`src/common/isrp_defs.vh`:
```
/*
  constants for the serial secondary register port: pointer values,
  reset values, address pattern, timing counts.
  assumes a 250 MHz system clock; included by bare name.
*/
// Overview of operation
// - port is target only; never drives clock, never starts transfers.
// - runs up to 400 kHz fast mode and 2.94 MHz after high-speed entry.
// - register words cross the link upper byte first, both directions.
// - address is 100 then high-select code then low-select code.
// - both select pins re-sampled at every transaction start.
// - first write byte after address loads the register pointer.
// - matching address, pointer byte and write data bytes are acknowledged.
// - two bytes after pointer stored to pointed register, upper first.
// - pointer-only write accepted, updates only the pointer.
// - read returns upper byte, then lower after controller acknowledge.
// - not-acknowledge, start or stop ends read data drive.
// - pointer persists across transfers until a new pointer write.
// - no clock stretching, no packet error code handling.
// - master code 00001XXX not acknowledged, switches to high-speed filter.
// - repeated starts keep high-speed mode; stop returns to fast filter.
// - with alert active, acknowledge alert-response read, send own address.
// - alert response uses arbitration; loser stops, keeps alert asserted.
`ifndef ISRP_DEFS_VH
`define ISRP_DEFS_VH

// ----------------------------------------------------------------
// register pointers
// ----------------------------------------------------------------
`define ISRP_PTR_GEN_CFG 8'h00
`define ISRP_PTR_CONV_SETUP 8'h01
`define ISRP_PTR_SENSE_SCALE 8'h02
`define ISRP_PTR_SENSE_V 8'h04
`define ISRP_PTR_RAIL_V 8'h05
`define ISRP_PTR_DIE_HEAT 8'h06
`define ISRP_PTR_CURRENT 8'h07
`define ISRP_PTR_POWER 8'h08
`define ISRP_PTR_FAULT 8'h0B
`define ISRP_PTR_SENSE_UL 8'h0C
`define ISRP_PTR_SENSE_LL 8'h0D
`define ISRP_PTR_RAIL_UL 8'h0E
`define ISRP_PTR_RAIL_LL 8'h0F
`define ISRP_PTR_HEAT_UL 8'h10
`define ISRP_PTR_POWER_UL 8'h11
`define ISRP_PTR_MAKER 8'h3E

// ----------------------------------------------------------------
// reset values of writable registers
// ----------------------------------------------------------------
`define ISRP_RST_GEN_CFG 16'h0000
`define ISRP_RST_CONV_SETUP 16'hFB68
`define ISRP_RST_SENSE_SCALE 16'h1000
`define ISRP_RST_SENSE_UL 16'h7FFF
`define ISRP_RST_SENSE_LL 16'h8000
`define ISRP_RST_RAIL_UL 16'h7FFF
`define ISRP_RST_RAIL_LL 16'h0000
`define ISRP_RST_HEAT_UL 16'hFFFF
`define ISRP_RST_POWER_UL 16'h7FFF
// arbitrary maker code value
`define ISRP_MAKER_CODE 16'h5A5A

// ----------------------------------------------------------------
// field layout
// ----------------------------------------------------------------
`define ISRP_CFG_SWRST_BIT 15
`define ISRP_CFG_WMASK 16'h3FF0
`define ISRP_SCALE_WMASK 16'h7FFF
`define ISRP_FAULT_WMASK 16'hF000
`define ISRP_ADDR_PREFIX 3'b100
`define ISRP_ALERT_RESP_ADDR 7'h0C
`define ISRP_HS_CODE_TOP 5'b00001

// ----------------------------------------------------------------
// timing: glitch filter lengths in system cycles
// ----------------------------------------------------------------
`define ISRP_CLK_MHZ 250
`define ISRP_FS_SPIKE_NS 50
`define ISRP_HS_SPIKE_NS 10
`define ISRP_FS_FILT ((`ISRP_FS_SPIKE_NS * `ISRP_CLK_MHZ) / 1000)
`define ISRP_HS_FILT ((`ISRP_HS_SPIKE_NS * `ISRP_CLK_MHZ) / 1000)

`endif

```
`src/isrp_filter.v`:
```
/*
  glitch filter for one bus line: synchronises the pin and passes a
  new level only after it has held for the selected number of cycles.
  assumes clk_sys well above the bus rate.
*/
`timescale 1ns/1ps
module isrp_filter (
  input wire clk_sys,
  input wire rst_n,
  input wire clk_en,
  input wire pin_in,
  input wire [3:0] hold_cnt,
  output reg level_r
);
  reg sync1_r;
  reg sync2_r;
  reg [3:0] cnt_r;

  // ----------------------------------------------------------------
  // two-stage sync then hold counter; idle level of a pulled line is 1
  // ----------------------------------------------------------------
  always @(posedge clk_sys) begin
    if (!rst_n) begin
      sync1_r <= 1'b1;
      sync2_r <= 1'b1;
      cnt_r <= 4'h0;
      level_r <= 1'b1;
    end else if (clk_en) begin
      sync1_r <= pin_in;
      sync2_r <= sync1_r;
      if (sync2_r == level_r) begin
        cnt_r <= 4'h0;
      end else if (cnt_r >= hold_cnt) begin
        level_r <= sync2_r;
        cnt_r <= 4'h0;
      end else begin
        cnt_r <= cnt_r + 4'h1;
      end
    end
  end
endmodule

```
`src/isrp_port.v`:
```
/*
  serial secondary register port: bus target protocol engine, register
  pointer and the writable register file, plus alert-response identity.
  assumes open-drain lines resolved outside; measurement results and
  alert state arrive from core logic on clk_sys.
*/
`timescale 1ns/1ps
`include "isrp_defs.vh"
module isrp_port (
  input wire clk_sys,
  input wire rst_n,
  input wire clk_en,
  input wire scl_in,
  input wire sda_in,
  output wire sda_out,
  output wire sda_oe,
  output wire scl_out,
  output wire scl_oe,
  input wire [1:0] addr_select_low_pin,
  input wire [1:0] addr_select_high_pin,
  input wire alert_active,
  output reg alert_won_r,
  output reg hs_mode_r,
  output reg fault_read_r,
  input wire [15:0] sense_voltage_result,
  input wire [15:0] supply_rail_result,
  input wire [15:0] die_heat_result,
  input wire [15:0] current_result,
  input wire [23:0] power_result,
  input wire [15:0] fault_status,
  output reg [15:0] general_config_r,
  output reg [15:0] conversion_setup_r,
  output reg [15:0] sense_resistor_scale_r,
  output reg [15:0] fault_ctrl_r,
  output reg [15:0] sense_upper_limit_r,
  output reg [15:0] sense_lower_limit_r,
  output reg [15:0] rail_upper_limit_r,
  output reg [15:0] rail_lower_limit_r,
  output reg [15:0] heat_upper_limit_r,
  output reg [15:0] power_upper_limit_r,
  output reg soft_reset_r,
  output reg [7:0] reg_ptr_r
);
  // ----------------------------------------------------------------
  // states
  // ----------------------------------------------------------------
  localparam ST_IDLE = 7'b0000001;
  localparam ST_ADDR = 7'b0000010;
  localparam ST_AACK = 7'b0000100;
  localparam ST_WBYTE = 7'b0001000;
  localparam ST_WACK = 7'b0010000;
  localparam ST_RBYTE = 7'b0100000;
  localparam ST_RACK = 7'b1000000;
  // filter lengths are cut to the hold counter width on purpose
  localparam [31:0] FS_FILT_W = `ISRP_FS_FILT;
  localparam [31:0] HS_FILT_W = `ISRP_HS_FILT;

  wire scl_f;
  wire sda_f;
  wire [3:0] filt_len;
  reg scl_d_r;
  reg sda_d_r;
  reg [6:0] st_r;
  reg [7:0] shift_r;
  reg [3:0] bit_r;
  reg [1:0] wcnt_r;
  reg [7:0] hi_byte_r;
  reg rd_hi_r;
  reg ara_r;
  reg [23:0] rdata_r;
  reg sda_drv_r;
  reg [6:0] own_addr_r;
  reg [1:0] sel_lo_s1_r;
  reg [1:0] sel_lo_s2_r;
  reg [1:0] sel_hi_s1_r;
  reg [1:0] sel_hi_s2_r;
  reg [23:0] rd_mux;

  // filter length follows the speed mode
  assign filt_len = hs_mode_r ? HS_FILT_W[3:0] :
    FS_FILT_W[3:0];

  isrp_filter u_scl_filt (
    .clk_sys(clk_sys),
    .rst_n(rst_n),
    .clk_en(clk_en),
    .pin_in(scl_in),
    .hold_cnt(filt_len),
    .level_r(scl_f)
  );

  isrp_filter u_sda_filt (
    .clk_sys(clk_sys),
    .rst_n(rst_n),
    .clk_en(clk_en),
    .pin_in(sda_in),
    .hold_cnt(filt_len),
    .level_r(sda_f)
  );

  // ----------------------------------------------------------------
  // bus edges and conditions
  // ----------------------------------------------------------------
  wire scl_rise = scl_f & ~scl_d_r;
  wire scl_fall = ~scl_f & scl_d_r;
  wire start_c = scl_f & scl_d_r & sda_d_r & ~sda_f;
  wire stop_c = scl_f & scl_d_r & ~sda_d_r & sda_f;
  wire [7:0] byte_in = {shift_r[6:0], sda_f};

  // target only: the clock line is never driven, so no stretching
  assign scl_out = 1'b0;
  assign scl_oe = 1'b0;
  // open drain: drive means pull low
  assign sda_out = 1'b0;
  assign sda_oe = sda_drv_r;

  // ----------------------------------------------------------------
  // read data selection by pointer
  // ----------------------------------------------------------------
  always @* begin
    case (reg_ptr_r)
      `ISRP_PTR_GEN_CFG: rd_mux = {8'h00, general_config_r};
      `ISRP_PTR_CONV_SETUP: rd_mux = {8'h00, conversion_setup_r};
      `ISRP_PTR_SENSE_SCALE: rd_mux = {8'h00, sense_resistor_scale_r};
      `ISRP_PTR_SENSE_V: rd_mux = {8'h00, sense_voltage_result};
      `ISRP_PTR_RAIL_V: rd_mux = {8'h00, supply_rail_result};
      `ISRP_PTR_DIE_HEAT: rd_mux = {8'h00, die_heat_result};
      `ISRP_PTR_CURRENT: rd_mux = {8'h00, current_result};
      `ISRP_PTR_POWER: rd_mux = power_result;
      `ISRP_PTR_FAULT:
        rd_mux = {8'h00, fault_ctrl_r | (fault_status & 16'h0FFF)};
      `ISRP_PTR_SENSE_UL: rd_mux = {8'h00, sense_upper_limit_r};
      `ISRP_PTR_SENSE_LL: rd_mux = {8'h00, sense_lower_limit_r};
      `ISRP_PTR_RAIL_UL: rd_mux = {8'h00, rail_upper_limit_r};
      `ISRP_PTR_RAIL_LL: rd_mux = {8'h00, rail_lower_limit_r};
      `ISRP_PTR_HEAT_UL: rd_mux = {8'h00, heat_upper_limit_r};
      `ISRP_PTR_POWER_UL: rd_mux = {8'h00, power_upper_limit_r};
      `ISRP_PTR_MAKER: rd_mux = {8'h00, `ISRP_MAKER_CODE};
      default: rd_mux = 24'h000000;
    endcase
  end

  // ----------------------------------------------------------------
  // select pin sync; strap codes are pin level pairs from the pad
  // ----------------------------------------------------------------
  always @(posedge clk_sys) begin
    if (!rst_n) begin
      sel_lo_s1_r <= 2'h0;
      sel_lo_s2_r <= 2'h0;
      sel_hi_s1_r <= 2'h0;
      sel_hi_s2_r <= 2'h0;
    end else if (clk_en) begin
      sel_lo_s1_r <= addr_select_low_pin;
      sel_lo_s2_r <= sel_lo_s1_r;
      sel_hi_s1_r <= addr_select_high_pin;
      sel_hi_s2_r <= sel_hi_s1_r;
    end
  end

  // ----------------------------------------------------------------
  // protocol engine; data on sda changes only while scl is low
  // ----------------------------------------------------------------
  always @(posedge clk_sys) begin
    if (!rst_n || soft_reset_r) begin
      scl_d_r <= 1'b1;
      sda_d_r <= 1'b1;
      st_r <= ST_IDLE;
      shift_r <= 8'h00;
      bit_r <= 4'h0;
      wcnt_r <= 2'h0;
      hi_byte_r <= 8'h00;
      rd_hi_r <= 1'b0;
      ara_r <= 1'b0;
      rdata_r <= 24'h000000;
      sda_drv_r <= 1'b0;
      own_addr_r <= 7'h40;
      hs_mode_r <= 1'b0;
      alert_won_r <= 1'b0;
      fault_read_r <= 1'b0;
      reg_ptr_r <= 8'h00;
      soft_reset_r <= 1'b0;
      general_config_r <= `ISRP_RST_GEN_CFG;
      conversion_setup_r <= `ISRP_RST_CONV_SETUP;
      sense_resistor_scale_r <= `ISRP_RST_SENSE_SCALE;
      fault_ctrl_r <= 16'h0000;
      sense_upper_limit_r <= `ISRP_RST_SENSE_UL;
      sense_lower_limit_r <= `ISRP_RST_SENSE_LL;
      rail_upper_limit_r <= `ISRP_RST_RAIL_UL;
      rail_lower_limit_r <= `ISRP_RST_RAIL_LL;
      heat_upper_limit_r <= `ISRP_RST_HEAT_UL;
      power_upper_limit_r <= `ISRP_RST_POWER_UL;
    end else if (clk_en) begin
      scl_d_r <= scl_f;
      sda_d_r <= sda_f;
      alert_won_r <= 1'b0;
      fault_read_r <= 1'b0;
      if (start_c) begin
        // any start drops the transfer; repeated start keeps hs mode
        st_r <= ST_ADDR;
        bit_r <= 4'h0;
        sda_drv_r <= 1'b0;
        // fresh strap sample at each transaction
        own_addr_r <= {`ISRP_ADDR_PREFIX, sel_hi_s2_r, sel_lo_s2_r};
      end else if (stop_c) begin
        st_r <= ST_IDLE;
        sda_drv_r <= 1'b0;
        hs_mode_r <= 1'b0;
      end else begin
        case (st_r)
          ST_IDLE: begin
            sda_drv_r <= 1'b0;
          end
          ST_ADDR: begin
            if (scl_rise) begin
              shift_r <= byte_in;
              bit_r <= bit_r + 4'h1;
            end else if (scl_fall && bit_r == 4'h8) begin
              bit_r <= 4'h0;
              wcnt_r <= 2'h0;
              if (shift_r[7:3] == `ISRP_HS_CODE_TOP) begin
                // master code: no acknowledge, switch filters
                hs_mode_r <= 1'b1;
                st_r <= ST_IDLE;
              end else if (shift_r[7:1] == own_addr_r) begin
                sda_drv_r <= 1'b1;
                ara_r <= 1'b0;
                rd_hi_r <= 1'b1;
                rdata_r <= rd_mux;
                st_r <= ST_AACK;
              end else if (shift_r[7:1] == `ISRP_ALERT_RESP_ADDR &&
                           shift_r[0] && alert_active) begin
                sda_drv_r <= 1'b1;
                ara_r <= 1'b1;
                rdata_r <= {16'h0000, own_addr_r, 1'b1};
                st_r <= ST_AACK;
              end else begin
                st_r <= ST_IDLE;
              end
            end
          end
          ST_AACK, ST_WACK: begin
            if (scl_fall) begin
              if (shift_r[0] && st_r == ST_AACK) begin
                // upper byte leads; first bit placed now
                sda_drv_r <= ara_r ? ~rdata_r[7] : ~rdata_r[15];
                shift_r <= ara_r ? rdata_r[7:0] : rdata_r[15:8];
                bit_r <= 4'h1;
                st_r <= ST_RBYTE;
              end else begin
                sda_drv_r <= 1'b0;
                st_r <= ST_WBYTE;
              end
            end
          end
          ST_WBYTE: begin
            if (scl_rise) begin
              shift_r <= byte_in;
              bit_r <= bit_r + 4'h1;
            end else if (scl_fall && bit_r == 4'h8) begin
              bit_r <= 4'h0;
              sda_drv_r <= 1'b1;
              st_r <= ST_WACK;
              shift_r[0] <= 1'b0;
              if (wcnt_r == 2'h0) begin
                reg_ptr_r <= shift_r;
                wcnt_r <= 2'h1;
              end else if (wcnt_r == 2'h1) begin
                hi_byte_r <= shift_r;
                wcnt_r <= 2'h2;
              end else if (wcnt_r == 2'h2) begin
                // later bytes are acked but never committed again
                wcnt_r <= 2'h3;
                // commit word; unmapped pointers are simply dropped
                case (reg_ptr_r)
                  `ISRP_PTR_GEN_CFG: begin
                    general_config_r <=
                      {hi_byte_r, shift_r} & `ISRP_CFG_WMASK;
                    soft_reset_r <= hi_byte_r[7];
                  end
                  `ISRP_PTR_CONV_SETUP:
                    conversion_setup_r <= {hi_byte_r, shift_r};
                  `ISRP_PTR_SENSE_SCALE: sense_resistor_scale_r <=
                    {hi_byte_r, shift_r} & `ISRP_SCALE_WMASK;
                  `ISRP_PTR_FAULT:
                    fault_ctrl_r <= {hi_byte_r, shift_r} & `ISRP_FAULT_WMASK;
                  `ISRP_PTR_SENSE_UL:
                    sense_upper_limit_r <= {hi_byte_r, shift_r};
                  `ISRP_PTR_SENSE_LL:
                    sense_lower_limit_r <= {hi_byte_r, shift_r};
                  `ISRP_PTR_RAIL_UL:
                    rail_upper_limit_r <= {hi_byte_r, shift_r};
                  `ISRP_PTR_RAIL_LL:
                    rail_lower_limit_r <= {hi_byte_r, shift_r};
                  `ISRP_PTR_HEAT_UL:
                    heat_upper_limit_r <= {hi_byte_r, shift_r};
                  `ISRP_PTR_POWER_UL:
                    power_upper_limit_r <= {hi_byte_r, shift_r};
                  default: begin
                  end
                endcase
              end
            end
          end
          ST_RBYTE: begin
            if (scl_rise && ara_r && sda_f != shift_r[7]) begin
              // lost arbitration: let go, alert stays with core
              sda_drv_r <= 1'b0;
              st_r <= ST_IDLE;
            end else if (scl_fall) begin
              if (bit_r == 4'h8) begin
                sda_drv_r <= 1'b0;
                bit_r <= 4'h0;
                st_r <= ST_RACK;
                if (ara_r) begin
                  alert_won_r <= 1'b1;
                end
              end else begin
                shift_r <= {shift_r[6:0], 1'b0};
                sda_drv_r <= ~shift_r[6];
                bit_r <= bit_r + 4'h1;
              end
            end
          end
          ST_RACK: begin
            if (scl_rise) begin
              if (sda_f || ara_r || !rd_hi_r) begin
                // nack or word done: stop driving
                st_r <= ST_IDLE;
                if (!ara_r && !rd_hi_r && reg_ptr_r == `ISRP_PTR_FAULT) begin
                  fault_read_r <= 1'b1;
                end
              end else begin
                rd_hi_r <= 1'b0;
                if (reg_ptr_r == `ISRP_PTR_FAULT) begin
                  fault_read_r <= 1'b1;
                end
              end
            end else if (scl_fall && st_r == ST_RACK) begin
              shift_r <= rdata_r[7:0];
              sda_drv_r <= ~rdata_r[7];
              bit_r <= 4'h1;
              st_r <= ST_RBYTE;
            end
          end
          default: st_r <= ST_IDLE;
        endcase
      end
    end
  end
endmodule

```
`config.mk`:
```
export PLATFORM = sky130hd
export DESIGN_NAME = isrp_port
export DESIGN_NICKNAME = d
export VERILOG_FILES = /design/src/isrp_filter.v /design/src/isrp_port.v
export VERILOG_INCLUDE_DIRS = /design/src /design/src/common
export SDC_FILE = /design/constraint.sdc
export NUM_CORES = 1
export LEC_CHECK = 0
export ABC_AREA = 1
export BUFFER_PORTS_ARGS = -buffer_cell sky130_fd_sc_hd__buf_2
export CAP_MARGIN = 0
export CORE_ASPECT_RATIO = 1.25
export CORE_MARGIN = 5
export CORE_UTILIZATION = 54
export CTS_CLUSTER_SIZE = 20
export DETAILED_ROUTE_END_ITERATION = 10
export GPL_TIMING_DRIVEN = 0
export PLACE_DENSITY = 0.85
export SLEW_MARGIN = 20
export SYNTH_ARGS = -nofsm -noshare
export SYNTH_HDL_FRONTEND = slang
export SYNTH_SLANG_ARGS = --single-unit
```
`constraint.sdc`:
```
create_clock -name clk_sys -period 2.2 [get_ports clk_sys]
set_input_delay 0.22 -clock clk_sys [delete_from_list [all_inputs] [get_ports clk_sys]]
set_output_delay 0.22 -clock clk_sys [all_outputs]
set_load 0.02 [all_outputs]
```
* Yosys cells after proc, flatten, opt, wreduce, memory -nomap -nowiden
Index checks and enable logic that the tools add are counted.
** Cells by class
- Add/sub/neg operators :: 3
- $mul :: 0
- Divide/modulo/power cells :: 0
- Order comparisons :: 2
- Equal/unequal tests :: 73
- Shift-type cells :: 0
- Mux-type cells :: 104
- Bitwise operators :: 23
- Reductions and logical operators :: 52
** Operator list (number)
- case mux 16 bit (16 select lines) :: 1
- AND reduction 10 bit :: 12
- two-way mux 7 bit :: 14
- two-way mux 8 bit :: 9
- two-way mux 4 bit :: 16
- == test 8 x 4 -> 1 bit (second input constant) :: 6
- two-way mux 1 bit :: 45
- case mux 7 bit (6 select lines) :: 1
- case mux 8 bit (5 select lines) :: 1
- != test 2 bit (second input constant) :: 17
- == test 8 x 3 -> 1 bit (second input constant) :: 4
- two-way mux 16 bit :: 2
- != test 4 bit (second input constant) :: 8
- AND reduction 13 bit :: 2
- != test 3 bit (second input constant) :: 7
- != test 5 bit (second input constant) :: 4
- == test 8 x 5 -> 1 bit (second input constant) :: 2
- bitwise OR 16 x 12 -> 16 bit :: 1
- case mux 4 bit (4 select lines) :: 1
- AND reduction 8 bit :: 2
- inverter 1 bit :: 15
- == test 7 x 4 -> 1 bit (second input constant) :: 2
- two-way mux 2 bit :: 7
- adder 4 x 1 -> 4 bit (second input constant) :: 3
- other kinds (44) :: 75
** Storage, ports and cells
- Flip-flop bits (word level) :: 229
- Bits in latches :: 0
- RAM bits :: 0
- Memory bits (read-only) :: 0
- Input port bits :: 114
- Output and inout port bits :: 176
- Logic and storage cells :: 297
- Memories kept :: 0

* Logic depth before layout (Yosys ltp)
- Word-level depth :: 11
- Depth in mapped cells :: 15
- Mapped depth without buffers :: 14

* Hierarchy
Synthesis repeated with hierarchy kept, for this count alone.
** Unflattened totals
- Cell total of the unflattened synthesis :: 1755
- Area, all modules :: 11746.3 um^2
** By module, submodules not included
- isrp_port :: instances 1, cells an instance 1629, area each 10860.4 um^2, seq. area each 4304.1 um^2
- isrp_filter :: instances 2, cells an instance 63, area each 442.9 um^2, seq. area each 140.1 um^2

* Worst setup path before layout
OpenSTA, ideal clock, no wires.
- Path type :: reg2reg
- Start point :: reg reg_ptr_r[7]
- End point :: reg conversion_setup_r[11]
- Setup time :: 0.138 ns
- Data arrival time :: 1.801 ns
- Data required time :: 2.062 ns
- Slack :: 0.261 ns
- Cell stages (with the launch flop) :: 9
- Path buffers :: 2
- Period minus slack after synthesis :: 1.939 ns
- Path through :: dfxtp_1 -> nor2_1 -> nand3_1 -> nor2_1 -> buf_2 -> nand3_2 -> buf_2 -> nand2_1 -> o211ai_1
** On the way
- Cells in the longest elaborated chain, start to end :: 2
** RTL lines
- from (decl) :: RTL line isrp_port.v:42 : output reg [7:0] reg_ptr_r
- from (signal assigned) :: RTL line isrp_port.v:265 : reg_ptr_r <= shift_r;
- == test 8 x 1 -> 1 bit :: RTL line isrp_port.v:274 : case (reg_ptr_r)
- AND reduction 10 bit (no line)
- to (signal assigned) :: RTL line isrp_port.v:183 : conversion_setup_r <= `ISRP_RST_CONV_SETUP;
- to (signal assigned) :: RTL line isrp_port.v:281 : conversion_setup_r <= {hi_byte_r, shift_r};
- to (decl) :: RTL line isrp_port.v:32 : output reg [15:0] conversion_setup_r,
No other way between the ends.
A chain may end at the register's enable or synchronous reset.

* Final worst setup path
- Start point :: reg reg_ptr_r[3]
- End point :: reg rdata_r[5]
** On the way
- Cells in the longest elaborated chain, start to end :: 3
- Elaborated cells between the ends (all ways) :: 18
- Those cells by class :: eq/ne (15); mux (2); reduce/logical (1)
** RTL lines
- == test 8 x 6 -> 1 bit (tied with other cells) :: RTL line isrp_port.v:121 : case (reg_ptr_r)
- case mux 16 bit (16 select lines) * :: RTL line isrp_port.v:121
- two-way mux 16 bit * :: RTL line isrp_port.v:224 : end else if (shift_r[7:1] == own_addr_r) begin
- to (signal assigned) :: RTL line isrp_port.v:228 : rdata_r <= rd_mux;
- to (signal assigned) :: RTL line isrp_port.v:234 : rdata_r <= {16'h0000, own_addr_r, 1'b1};
- to (decl) :: RTL line isrp_port.v:70 : reg [23:0] rdata_r;
Every way passes the cells marked *; elsewhere a longest branch is shown, timed or not.

==> flow_summary.yaml <==
global_routing:
  grt_max_degree: 16
  grt_usage_pct: 41.9
  grt_pass1_wl_um: 79600
  antenna_found_initial: 0
  grt_overflow: 0
  grt_pass1_vias: 13466
cells_and_area:
  syn2layout_area_growth_pct: 28.7
  nNetsFinal: 2180
  layout_common_cells: "nand2_1, buf_2, nand3_1"
  antenna_cells: 0
  nFillCells: 1880
  post-route-util_pct: 70.0
  drive_gt1_share_pct: 24.2
  mostFrequentLayoutCell: "nand2_1"
  finish.instance_area_um2: 14900
detailed_routing:
  vias: 14281
  ant_nets: 0
  viasPerCell: 6.07
  wirelength_um: 54400
  route.detailed.drc: 0
  wl_per_cell_um: 23.1
  drt_iter0_markers: 1540
  firstDrtPassIters: 8
yosys:
  synthDistinctLibCells: 39
  synth.cell_area_um2: 11600
  synth_area_leaders: "dfxtp_1, nand2_1, nand3_1"
  synth_top_family_by_area: "simple AND/OR/NAND/NOR gates"
  ys_seq_area_share_pct: 39.6
  synthAdderAreaFrac_pct: 1.08
  yosys.area_share.simple_pct: 34.0
  synth-edff-count: 0
  synth_seq_cells: 229
  yosysWarnings: 0
  synthArstFlopShare_pct: 0
  synth-xor-area-share_pct: 0.453
  synthCells: 1726
  syn_area_per_cell_um2: 6.71
  synth_top_area_share_pct: 39.6
  muxShareOfSynthArea_pct: 0
  synth_flop_cell: "dfxtp_1"
  synth_compound_area_share_pct: 16.3
  synth_top_area_cell: "dfxtp_1"
setup_path:
  cp_data_required_time_ps: 2610
  crit_family: "simple AND/OR/NAND/NOR gates"
  crit_fanout: 10
  cpPeakStageDelay_ps: 460
  worstPathArrival_ps: 2600
  cp_num_buf_inv: 2
  worstPathCellList: "inv_1 > nand2_2 > nor2_1 > clkbuf_2 > nand3_1 > nand4_1 > nor2_1 > nand2_1 > nand2_1 > a21oi_1"
  start_kind: "flop"
  criticalPathCategory: "flop to flop"
  cpMaxStageDelayCell: "dfxtp_1"
  critPathCaptureType: "flop"
sta:
  fin_setup_tns_ps: 0
  finalCriticalPeriod_ps: 2190
  slew_viol_final: 0
  clock_skew_ps: 22.1
  setup_viol: 0
  max_clock_freq_ghz: 0.457
  fin_crit_sh_pct: 99.5
  worstMarginPinSlew_ps: 1120
  slew_headroom_pct: 25.1
  finalHoldViolations: 0
  postLayoutSetupSlackWorst_ps: 10.5
clock_network:
  clock_latency_ps: 540
  path_clk_slew_ps: 70
  numCtsBuffers: 24
  cts_tree: "yes"
  htreeDepth: 1
  clockBufferDepth: 3
  cts.root.buffer_cell: "clkbuf_16"
  clock_sink_count: 229
run:
  drv_cap: 0
placement:
  dp_hpwl_um: 40800
  numPortBuffers: 254
  dp_slack_ps: -617
  placed_area_um2: 13300
  gp_congestion: 1.02
power:
  p_clk_share_pct: 40.3
  net-switching-power_uw: 3360
  ir_worst_vdd_uv: 902
  p_per_area_nw_per_um2: 720
  p_sw_share_pct: 31.2
  p_int_uw: 7390
  p_leak_uw: 0.00711
  combinationalPowerShare_pct: 18.2
  sequentialPowerShare_pct: 41.5
floorplanning:
  num_io_pins: 290
  die_x_um: 141
  dieHeight_um: 174
  coreArea_um2: 21300
  dieArea_um2: 24500
  num_rows: 60
  start_util_pct: 54.4
status:
  status: "finished, final reports clean"
hold_path:
  min_path_type: "input pin to flop"
-- final cells by class --
cell class	count	area [um2]	area share, %
repair buffers	284	1540	10.3
clock buffers	27	642	4.30
flip-flops and latches	229	4600	30.8
multi-input cells	1285	6440	43.2
well taps	279	349	2.34
clock inverters	16	195	1.31
inverters	110	427	2.86
plain buffers	122	726	4.86
-- per-layer routing --
metal	vias up	share of wire (%)	GRT usage, %
met1	6577	34	48.1
met5	-	0	0
met3	258	11	9.58
met4	0	8.4	28.9
li1	6455	-	-
met2	991	46	68.8
-- worst register-to-register path, cell delays in order (launching register included) --
cell and delay [ps]:
dfxtp_1 460, inv_1 140, nand2_2 180, nor2_1 140, clkbuf_2 230, nand3_1 130, nand4_1 170, nor2_1 320
nand2_1 140, nand2_1 100, a21oi_1 60
-- cell families (layout without fill, tap and decap cells) --
| group | after synthesis | after routing |
|---|---|---|
| AO/OA/AOI/OAI | 336 | 336 |
| XOR/XNOR | 6 | 6 |
| adder cells (fa/ha/maj) | 10 | 10 |
| buffers and inverters | 234 | 559 |
| other | 1 | 22 |
| AND/OR/NAND/NOR | 910 | 911 |
| flip-flops | 229 | 229 |
-- sequential cells by signal, indices dropped and copies added (netlist names), 10 cells and up --
name and cells:
rail_lower_limit_r 16, rail_upper_limit_r 16, sense_upper_limit_r 16, general_config_r 10, conversion_setup_r 16, heat_upper_limit_r 16, sense_resistor_scale_r 15, rdata_r 16
power_upper_limit_r 16, sense_lower_limit_r 16
-- Yosys cell counts, types with 3 or more instances --
cell type    n
o211ai_1    76
dfxtp_1    229
buf_1        7
clkinv_1     8
inv_2        3
ha_1        10
nor3_1      17
clkbuf_1    72
nand4_1     49
nand2_1    393
xor2_1       4
a21oi_1    130
buf_2       23
inv_1       99
nand3_1    235
nor2_2       8
o21ai_0    121
nor2_1     195
buf_4       22
-- final timing paths --
kind	startpoint	to	slack [ps]	cells past startpoint
setup / recovery	reg_ptr_r[3]	rdata_r[5]	10	10
setup reg to reg	reg_ptr_r[3]	rdata_r[5]	10	10
hold reg to reg	u_sda_filt.sync1_r	u_sda_filt.sync1_r	460	2
hold / removal	rst_n	sel_hi_s2_r[1]	4	3
-- timing repair --
| action | CTS | global route |
|---|---|---|
| gates resized for setup | 93 | 132 |
| endpoints found under the hold margin | 6 | 0 |
| hold buffers | 7 | 0 |
| pin swaps | 7 | 13 |
| gates cloned | 2 | 1 |
| endpoints found under the setup margin | 197 | 188 |
| buffers inserted | 10 | 11 |
-- power by group through the flow --
| stage | Combinational, uW | Clock (uW) | Sequential, uW |
|---|---|---|---|
| detailed placement | 1660 | 0 | 4500 |
| finish | 1960 | 4330 | 4460 |
| CTS | 1740 | 4320 | 4430 |
| floorplan | 1090 | 0 | 4480 |
| global placement | 1630 | 0 | 4500 |
| global route | 2130 | 4500 | 4470 |
-- metrics by stage --
step / power (uW) / std cells / hold slack [ps]
2_1_floorplan: 5570 / 1747 / 346
3_3_place_gp: 6130 / 2280 / 431
3_5_place_dp: 6160 / 2280 / 440
4_1_cts: 10500 / 2341 / 0.912
5_1_grt: 11100 / 2352 / 29.1
6_report: 10700 / 2352 / 4.05
Power figures use the tool's default switching activity.
